$ cat src/include/frctd_pkg.sv
package frctd_pkg;

  // ----------------------------------------------------------------
  // Control word layout (low byte of the oscillator control word)
  // ----------------------------------------------------------------
  localparam int          SEQEN_BIT     = 2;
  localparam int          RNDEN_BIT     = 3;
  localparam int          LOCK_BIT      = 5;
  localparam logic [7:0]  UNLOCK_KEY1   = 8'h46;
  localparam logic [7:0]  UNLOCK_KEY2   = 8'h57;

  // ----------------------------------------------------------------
  // Tuning, dithering and source codes
  // ----------------------------------------------------------------
  localparam logic [3:0]  TUNE_CENTER   = 4'h0;
  localparam logic [3:0]  TUNE_MAX      = 4'h7;
  localparam logic [3:0]  TUNE_MIN      = 4'h8;
  localparam logic [2:0]  DITHER_PERIOD = 3'h7;  // Retune every 8th cycle
  localparam logic [2:0]  SRC_FRC       = 3'h0;
  localparam logic [2:0]  SRC_FRC_PLL   = 3'h1;
  localparam logic [2:0]  SRC_PRI       = 3'h2;
  localparam logic [2:0]  SRC_PRI_PLL   = 3'h3;
  localparam logic [5:0]  PLL_MULT      = 6'h20; // Fixed factor of 32
  localparam logic [14:0] SEED_RESET    = 15'h0000;
  localparam logic [14:0] SEED_ZERO_SUB = 15'h0001; // Avoids LFSR lock-up
  localparam logic [14:0] LFSR_TAPS     = 15'h6000; // x^15 + x^14 + 1

  // ----------------------------------------------------------------
  // Timing counts at 10 MHz
  // ----------------------------------------------------------------
  localparam int          CLK_HZ        = 10000000;
  localparam int          LOCK_TIME_US  = 50;
  localparam int          LOCK_CYCLES   = (LOCK_TIME_US * (CLK_HZ / 1000000));
  localparam logic [15:0] FREQ_LOW_KHZ  = 16'h25e4;  // 9700 kHz
  localparam logic [15:0] FREQ_HIGH_KHZ = 16'h38d6;  // 14550 kHz
  localparam logic [15:0] LOW_POWER_RC_OSC_KHZ      = 16'h0020;  // 32 kHz

endpackage : frctd_pkg

$ cat src/verilog/frctd_lfsr.sv
`timescale 1ns/1ns
// ------------------------------------------------------------------
// Pseudo-random code generator with software seed load
// ------------------------------------------------------------------
module frctd_lfsr (
  // Clock and reset
  input  wire logic        clock_i,
  input  wire logic        rst_n_i,
  // Seed load
  input  wire logic        seed_we_i,
  input  wire logic [14:0] seed_i,
  // Advance
  input  wire logic        step_i,
  output logic      [14:0] state_o
);

  logic [14:0] lfsr_q;
  logic        fb;

  // Feedback is the parity of the tapped bits
  assign fb      = ^(lfsr_q & frctd_pkg::LFSR_TAPS);
  assign state_o = lfsr_q;

  // Seed write wins over a step so software sees its value
  always_ff @(posedge clock_i or negedge rst_n_i) begin
    if (!rst_n_i) begin
      lfsr_q <= frctd_pkg::SEED_RESET;
    end else if (seed_we_i) begin
      lfsr_q <= seed_i;
    end else if (step_i) begin
      if (lfsr_q == frctd_pkg::SEED_RESET) begin
        lfsr_q <= frctd_pkg::SEED_ZERO_SUB;  // All-zero would never move
      end else begin
        lfsr_q <= {lfsr_q[13:0], fb};
      end
    end
  end

endmodule : frctd_lfsr

$ cat src/verilog/frctd_ctrl.sv
`timescale 1ns/1ns
// Functional notes
// - Range bit 1 selects 14.55 MHz, bit 0 selects 9.7 MHz.
// - Tune code is two's complement: 0 centre, 7 max, 8 min.
// - Both dither enables low: tune from base_tune_code only.
// - Sequencer: every 8th PWM cycle step base then codes 1 to 7.
// - Random dither: pseudo-random 4-bit code every 8th PWM cycle.
// - Software may write a seed into the shift register.
// - Low byte 0x46 then 0x57 back to back unlocks enable change.
// - Source code 001 selects fast RC with PLL at power-on.
// - The PLL always multiplies by 32.
// - Lock wait applies when PLL is selected at reset or switch.
// - Lock wait starts only once PLL input clock is present.
// - Lock flag at bit 5, clears on reset and PLL switch.
// - Lock flag stays clear while source does not use PLL.
// - Low-power RC is 32 kHz, clocks timers and clock monitor.
// - Low-power RC on at reset per delay select, kept if needed.
// - Low-power RC is always off in sleep.
// - Low-power RC usable at once, no start-up counter.
// - Source code 000 selects fast RC without PLL at power-on.
// - Seed register is 15 bits, bit 15 reads zero, resets zero.
// - Tune register 2 holds codes 6, 5, 4 at 11:8, 7:4, 3:0.
module frctd_ctrl (
  // Clock and reset
  input  wire logic        clock_i,
  input  wire logic        reset_n_i,
  // Configuration word
  input  wire logic        frc_range_select_i,
  input  wire logic [2:0]  initial_osc_select_i,
  input  wire logic [2:0]  powerup_delay_select_i,
  input  wire logic        clock_fail_monitor_en_i,
  input  wire logic        watchdog_en_i,
  // Control word low-byte writes
  input  wire logic        ctrl_low_we_i,
  input  wire logic [7:0]  ctrl_low_wdata_i,
  // Tune registers
  input  wire logic        tune_we_i,
  input  wire logic [15:0] tune_wdata_i,
  input  wire logic        tune2_we_i,
  input  wire logic [15:0] tune2_wdata_i,
  input  wire logic        seed_we_i,
  input  wire logic [15:0] seed_wdata_i,
  // Clock system events
  input  wire logic        pwm_cycle_i,
  input  wire logic        switch_start_i,
  input  wire logic [2:0]  switch_src_i,
  input  wire logic        pll_input_ready_i,
  input  wire logic        power_up_timer_done_i,
  input  wire logic        sleep_i,
  // Outputs
  output logic [3:0]       tune_code_o,
  output logic [15:0]      frc_freq_khz_o,
  output logic [5:0]       pll_mult_o,
  output logic [7:0]       ctrl_low_rdata_o,
  output logic [15:0]      tune_rdata_o,
  output logic [15:0]      tune2_rdata_o,
  output logic [15:0]      seed_rdata_o,
  output logic             pll_lock_flag_o,
  output logic             low_power_rc_osc_enable_o,
  output logic             low_power_rc_osc_ready_o
);

  // ----------------------------------------------------------------
  // Reset synchroniser
  // ----------------------------------------------------------------
  logic rst_meta_q;
  logic rst_n;

  // Release is synchronised; assertion stays asynchronous
  always_ff @(posedge clock_i or negedge reset_n_i) begin
    if (!reset_n_i) begin
      rst_meta_q <= 1'b0;
      rst_n      <= 1'b0;
    end else begin
      rst_meta_q <= 1'b1;
      rst_n      <= rst_meta_q;
    end
  end

  // ----------------------------------------------------------------
  // Unlock sequence and dither enables
  // ----------------------------------------------------------------
  typedef enum logic [1:0] {UNL_IDLE, UNL_KEY1, UNL_OPEN} frctd_unl_e;
  frctd_unl_e unl_q;
  logic       seq_en_q;
  logic       rnd_en_q;

  // Any write out of order falls back to idle; a repeated first key stays armed
  always_ff @(posedge clock_i or negedge rst_n) begin
    if (!rst_n) begin
      unl_q <= UNL_IDLE;
    end else if (ctrl_low_we_i) begin
      unique case (unl_q)
        UNL_IDLE: unl_q <= (ctrl_low_wdata_i == frctd_pkg::UNLOCK_KEY1)
                           ? UNL_KEY1 : UNL_IDLE;
        UNL_KEY1: unl_q <= (ctrl_low_wdata_i == frctd_pkg::UNLOCK_KEY2)
                           ? UNL_OPEN
                           : ((ctrl_low_wdata_i == frctd_pkg::UNLOCK_KEY1)
                              ? UNL_KEY1 : UNL_IDLE);
        UNL_OPEN: unl_q <= UNL_IDLE;          // One write only, then shut
      endcase
    end
  end

  // Enables change only on the write right after the second key
  always_ff @(posedge clock_i or negedge rst_n) begin
    if (!rst_n) begin
      seq_en_q <= 1'b0;
      rnd_en_q <= 1'b0;
    end else if (ctrl_low_we_i && unl_q == UNL_OPEN) begin
      seq_en_q <= ctrl_low_wdata_i[frctd_pkg::SEQEN_BIT];
      rnd_en_q <= ctrl_low_wdata_i[frctd_pkg::RNDEN_BIT];
    end
  end

  // ----------------------------------------------------------------
  // Tune registers
  // ----------------------------------------------------------------
  logic [3:0] code_q [8];  // Entry 0 is the base code, 1..7 the sequence

  // Register 1 holds base and codes 1..3, register 2 codes 4..7
  always_ff @(posedge clock_i or negedge rst_n) begin
    if (!rst_n) begin
      for (int i = 0; i < 8; i++) begin
        code_q[i] <= frctd_pkg::TUNE_CENTER;
      end
    end else begin
      for (int i = 0; i < 4; i++) begin
        if (tune_we_i) begin
          code_q[i] <= tune_wdata_i[4*i +: 4];
        end
        if (tune2_we_i) begin
          code_q[i+4] <= tune2_wdata_i[4*i +: 4];
        end
      end
    end
  end

  // ----------------------------------------------------------------
  // Dither pacing and code selection
  // ----------------------------------------------------------------
  logic [2:0]  pwm_cnt_q;
  logic [2:0]  seq_idx_q;
  logic [3:0]  rnd_code_q;
  logic [14:0] lfsr_state;
  logic        dither_on;
  logic        retune;

  assign dither_on = seq_en_q | rnd_en_q;
  assign retune    = dither_on && pwm_cycle_i &&
                     (pwm_cnt_q == frctd_pkg::DITHER_PERIOD);

  // Counts PWM cycles only while dithering, so the count starts fresh each time dithering turns on from off
  always_ff @(posedge clock_i or negedge rst_n) begin
    if (!rst_n) begin
      pwm_cnt_q <= 3'h0;
    end else if (!dither_on) begin
      pwm_cnt_q <= 3'h0;
    end else if (pwm_cycle_i) begin
      pwm_cnt_q <= pwm_cnt_q + 3'h1;
    end
  end

  // Sequence index starts at the base code and wraps after code 7
  always_ff @(posedge clock_i or negedge rst_n) begin
    if (!rst_n) begin
      seq_idx_q <= 3'h0;
    end else if (!seq_en_q || rnd_en_q) begin
      seq_idx_q <= 3'h0;
    end else if (retune) begin
      seq_idx_q <= seq_idx_q + 3'h1;
    end
  end

  frctd_lfsr u_lfsr (
    .clock_i   (clock_i),
    .rst_n_i   (rst_n),
    .seed_we_i (seed_we_i),
    .seed_i    (seed_wdata_i[14:0]),
    .step_i    (retune && rnd_en_q),
    .state_o   (lfsr_state)
  );

  // Random code is latched at each retune so it holds between them
  always_ff @(posedge clock_i or negedge rst_n) begin
    if (!rst_n) begin
      rnd_code_q <= frctd_pkg::TUNE_CENTER;
    end else if (rnd_en_q && retune) begin
      rnd_code_q <= lfsr_state[3:0];
    end
  end

  // Applied code; random dither has priority over the sequencer
  always_ff @(posedge clock_i or negedge rst_n) begin
    if (!rst_n) begin
      tune_code_o <= frctd_pkg::TUNE_CENTER;
    end else if (rnd_en_q) begin
      tune_code_o <= rnd_code_q;
    end else if (seq_en_q) begin
      tune_code_o <= code_q[seq_idx_q];
    end else begin
      tune_code_o <= code_q[0];
    end
  end

  // Nominal range; the code is a signed trim on top
  always_ff @(posedge clock_i or negedge rst_n) begin
    if (!rst_n) begin
      frc_freq_khz_o <= frctd_pkg::FREQ_LOW_KHZ;
      pll_mult_o     <= frctd_pkg::PLL_MULT;
    end else begin
      frc_freq_khz_o <= frc_range_select_i ? frctd_pkg::FREQ_HIGH_KHZ
                                           : frctd_pkg::FREQ_LOW_KHZ;
      pll_mult_o     <= frctd_pkg::PLL_MULT;
    end
  end

  // ----------------------------------------------------------------
  // Source tracking and PLL lock timing
  // ----------------------------------------------------------------
  logic [2:0]  src_q;
  logic        por_q;
  logic        uses_pll;
  logic [15:0] lock_cnt_q;
  logic        lock_q;

  assign uses_pll = (src_q == frctd_pkg::SRC_FRC_PLL) ||
                    (src_q == frctd_pkg::SRC_PRI_PLL);

  // Initial source is captured on the first clock after reset release
  always_ff @(posedge clock_i or negedge rst_n) begin
    if (!rst_n) begin
      src_q <= frctd_pkg::SRC_FRC;
      por_q <= 1'b1;
    end else if (por_q) begin
      src_q <= initial_osc_select_i;
      por_q <= 1'b0;
    end else if (switch_start_i) begin
      src_q <= switch_src_i;
    end
  end

  // Wait restarts on every switch and runs only with an input clock
  always_ff @(posedge clock_i or negedge rst_n) begin
    if (!rst_n) begin
      lock_cnt_q <= 16'h0000;
      lock_q     <= 1'b0;
    end else if (por_q || switch_start_i || !uses_pll) begin
      lock_cnt_q <= 16'h0000;
      lock_q     <= 1'b0;
    end else if (pll_input_ready_i && !lock_q) begin
      if (lock_cnt_q == 16'(frctd_pkg::LOCK_CYCLES - 1)) begin
        lock_q <= 1'b1;
      end else begin
        lock_cnt_q <= lock_cnt_q + 16'h0001;
      end
    end
  end

  // ----------------------------------------------------------------
  // Low-power RC enable
  // ----------------------------------------------------------------
  logic low_power_rc_osc_need;

  // Delay select of zero means no power-up timer and no early need
  assign low_power_rc_osc_need = clock_fail_monitor_en_i || watchdog_en_i ||
                     ((powerup_delay_select_i != 3'h0) &&
                      !power_up_timer_done_i);

  // Usable as soon as enabled; no start-up counter is kept
  always_ff @(posedge clock_i or negedge rst_n) begin
    if (!rst_n) begin
      low_power_rc_osc_enable_o <= 1'b0;
      low_power_rc_osc_ready_o  <= 1'b0;
    end else begin
      low_power_rc_osc_enable_o <= low_power_rc_osc_need && !sleep_i;
      low_power_rc_osc_ready_o  <= low_power_rc_osc_need && !sleep_i;
    end
  end

  // ----------------------------------------------------------------
  // Read-back
  // ----------------------------------------------------------------
  always_ff @(posedge clock_i or negedge rst_n) begin
    if (!rst_n) begin
      ctrl_low_rdata_o <= 8'h00;
      tune_rdata_o     <= 16'h0000;
      tune2_rdata_o    <= 16'h0000;
      seed_rdata_o     <= 16'h0000;
      pll_lock_flag_o  <= 1'b0;
    end else begin
      ctrl_low_rdata_o <= {2'b00, lock_q, 1'b0, rnd_en_q, seq_en_q, 2'b00};
      tune_rdata_o     <= {code_q[3], code_q[2], code_q[1], code_q[0]};
      tune2_rdata_o    <= {code_q[7], code_q[6], code_q[5], code_q[4]};
      seed_rdata_o     <= {1'b0, lfsr_state};
      pll_lock_flag_o  <= lock_q;
    end
  end
endmodule : frctd_ctrl

$ cat config.mk
export PLATFORM = sky130hd
export DESIGN_NAME = frctd_ctrl
export DESIGN_NICKNAME = d
export VERILOG_FILES = /design/src/include/frctd_pkg.sv /design/src/verilog/frctd_lfsr.sv /design/src/verilog/frctd_ctrl.sv
export SDC_FILE = /design/constraint.sdc
export NUM_CORES = 1
export LEC_CHECK = 0
export BUFFER_PORTS_ARGS = -buffer_cell sky130_fd_sc_hd__buf_2
export CORE_UTILIZATION = 56
export CTS_CLUSTER_DIAMETER = 80
export DETAILED_ROUTE_END_ITERATION = 16
export PLACE_DENSITY = 0.95
export SLEW_MARGIN = 20
export SYNTH_ARGS = -nofsm -noshare
export SYNTH_HDL_FRONTEND = slang
export SYNTH_HIERARCHICAL = 1
export SYNTH_SLANG_ARGS = --single-unit
$ cat constraint.sdc
create_clock -name clock_i -period 11.85 [get_ports clock_i]
set_input_delay 2.37 -clock clock_i [delete_from_list [all_inputs] [get_ports clock_i]]
set_output_delay 2.37 -clock clock_i [all_outputs]
set_load 0.02 [all_outputs]
==> flow_metrics.tcl <==
set metrics [dict create \
    outcome "finished clean" \
    wl_met3_um 492 \
    vias 3835 \
    critical-path-slowest-cell "dfstp_2" \
    yosysTopAreaCellShare 0.602 \
    fp-row-count 36 \
    yosysWarnings 6 \
    crit_path_max_fanout 3 \
    p_per_area_nw_per_um2 172 \
    worstSetupEndpointType "primary output" \
    synth_area_leaders "dfrtp_1 (60%), mux2_2 (7.5%), mux2i_1 (5.9%), buf_4 (3.8%), nand2_1 (2.4%)" \
    drv_cap 0 \
    overflow 0 \
    grt_usage 0.243 \
    ir_drop_mv 0.0961 \
    synth_ff_type "dfrtp_1" \
    syn_inst 447 \
    synth_area_leader_cell "dfrtp_1" \
    drive_gt1_frac 0.377 \
    dieWidth_um 103 \
    post-cts-setup-buffers 0 \
    r2r_cells 6 \
    cp_top_family "flip-flops" \
    avgViaCountPerCell 5.29 \
    grt_pass1_vias 3902 \
    final_common_cell "buf_2" \
    ys_async_sr_fraction 1.00 \
    drt-total-wl_um 11800 \
    drt-met1-wl_um 4730 \
    ios 164 \
    cts_resized 0 \
    hpwl_um 8320 \
    syn_area_sq_um 5740 \
    htreeDepth 4 \
    first_iter_violations 137 \
    area_growth_pct 21.5 \
    worstSetupStartpointType "register" \
    ys_types 47 \
    drv_slew 0 \
    hold_viol 0 \
    first_pass_iters 4 \
    crit_required_ns 9.48 \
    final_cell_mix "buf_2 (139), dfrtp_1 (137), mux2_2 (38), nand2_1 (37), mux2i_1 (34)" \
    ys_ff_latch 140 \
    worstPathCellList "buf_2" \
    hold_path_class "reg -> async" \
    crit-reg2reg-launch "pwm_cnt_q[0]$_DFFE_PN0P_" \
    numCtsBuffers 17 \
    die-area_sq_um 10700 \
    drc 0 \
    grt_max_degree 86 \
    met2_length_um 6310 \
    clock-sinks 140 \
    period_needed_ns 3.58 \
    grt_pass1_wl_um 19000 \
    setup_tns_ns 0 \
    critPathMaxStageDelay_ns 0.53 \
    postCtsHoldBufs 0 \
    place.gp.congestion 0.855 \
    ant_nets 0 \
    ys_seq_area_frac 0.611 \
    coreArea_sq_um 9860 \
    p_total_w 0.00120 \
    clkLatencyLatePin_ns 0.52 \
    setup_viol 0 \
    regToRegEndpoint "u_lfsr/state_o[0]$_DFFE_PN0P_" \
    nNetsFinal 664 \
    cts_tree "built" \
    rsz0062_at_grt "no" \
    synth_edf_count 0 \
    ff2ff_setup_slack_ns 9.66 \
    clock_skew_ns 0.00543 \
    max_freq_mhz 279 \
    n_antenna_cell 0 \
    die_h_um 103 \
    initial_core_util 0.582 \
    fin_crit_sh 0.302 \
    antenna_found_initial 0 \
    leakage_nw 3.27 \
    cp_data_arrival_time_ns 1.21 \
    port_buffers 139 \
    path_buf_inv 1 \
    routedWlPerCell_um 16.2 \
    highest_layer "met4" \
    clk_pin_slew_ns 0.06 \
    syn_avg_cell_area_sq_um 12.8 \
    worstSetupPathType "reg -> out" \
    max_slew_margin 0.316 \
    cts-root-buf "clkbuf_8" \
    max_slew.worst_pin.slew_ns 1.03 \
    cts_buffer_depth 2 \
]
==> through the flow <==
step                utilization  hold WS (ns)  cell area, sq um  setup WS (ns)  std cells
floorplan                     -         0.331              5820           7.66        468
global placement          0.644         0.340              6350           7.95        693
detailed placement        0.644         0.340              6350           7.85        693
CTS                       0.706         0.368              6960           8.25        725
global route              0.706         0.377              6970           8.22        725
finish                    0.706         0.361              6970           8.27        725
==> worst reg2reg max path, stage by stage (launching register included) <==
cell	delay, ns
dfrtp_1	0.36
ha_1	0.17
ha_1	0.21
nand3_1	0.23
inv_1	0.63
nor3b_1	0.35
a221oi_2	0.10
==> flip-flops by register name, indices dropped and copies added, names as in the netlist, 4 cells and up <==
name,flops
lock_cnt_q,16
code_q,32
u_lfsr/state_o,15
seed_rdata_o,15
tune_code_o,4
rnd_code_q,4
tune2_rdata_o,16
tune_rdata_o,16
==> cell usage after synthesis (6+ instances only) <==
master	instances
buf_4	29
nand3_1	9
mux2i_1	34
mux2_2	38
xor2_1	7
a21oi_1	11
buf_2	6
nand4_1	12
ha_1	6
dfrtp_1	138
clkbuf_1	8
nand2_1	37
nor2_1	18
o21ai_0	21
==> final cells by class <==
class / instances / area, sq um
multi-input cells: 275 / 1950
fillers: 695 / 2900
well taps: 133 / 166
inverters: 5 / 18.8
clock inverters: 13 / 191
flip-flops and latches: 140 / 3510
repair buffers: 140 / 707
clock buffers: 19 / 422
==> worst max-delay path by stage <==
stage | from | to | slack, ns | cells after the start
2_1_floorplan | rst_n$_DFF_PN0_ | code_q[0]$_DFFE_PN0P_ | 7.66 | 0
3_3_place_gp | pwm_cycle_i | u_lfsr/state_o[0]$_DFFE_PN0P_ | 7.95 | 5
3_5_place_dp | pwm_cycle_i | u_lfsr/state_o[0]$_DFFE_PN0P_ | 7.85 | 5
4_1_cts | frc_freq_khz_o[10]$_DFF_PN1_ | frc_freq_khz_o[5] | 8.25 | 1
5_1_grt | frc_freq_khz_o[10]$_DFF_PN1_ | frc_freq_khz_o[10] | 8.22 | 1
6_report | frc_freq_khz_o[10]$_DFF_PN1_ | frc_freq_khz_o[8] | 8.27 | 1
==> layer usage <==
| metal | GRT usage | vias to the layer above |
|---|---|---|
| met4 | 0.112 | 0 |
| met2 | 0.412 | 121 |
| met1 | 0.295 | 1909 |
| met3 | 0.0585 | 21 |
| met5 | 0 | - |
| li1 | - | 1784 |
==> report_power, final <==
| group | total [W] | internal, W | switching [W] |
|---|---|---|---|
| Sequential | 0.000542 | 0.000515 | 0.0000272 |
| Clock | 0.000541 | 0.000343 | 0.000198 |
| Combinational | 0.000113 | 0.0000435 | 0.0000692 |
==> logic make-up after synthesis <==
group	Yosys count	synth area share
flip-flops	140	0.611
AO/OA/AOI/OAI	46	0.0478
adder cells (fa/ha/maj)	6	0.0131
AND/OR/NAND/NOR	116	0.112
buffers and inverters	53	0.0622
XOR/XNOR	12	0.0183
other	2	0.00131
multiplexers	72	0.134
Power figures use the tool's default switching activity.
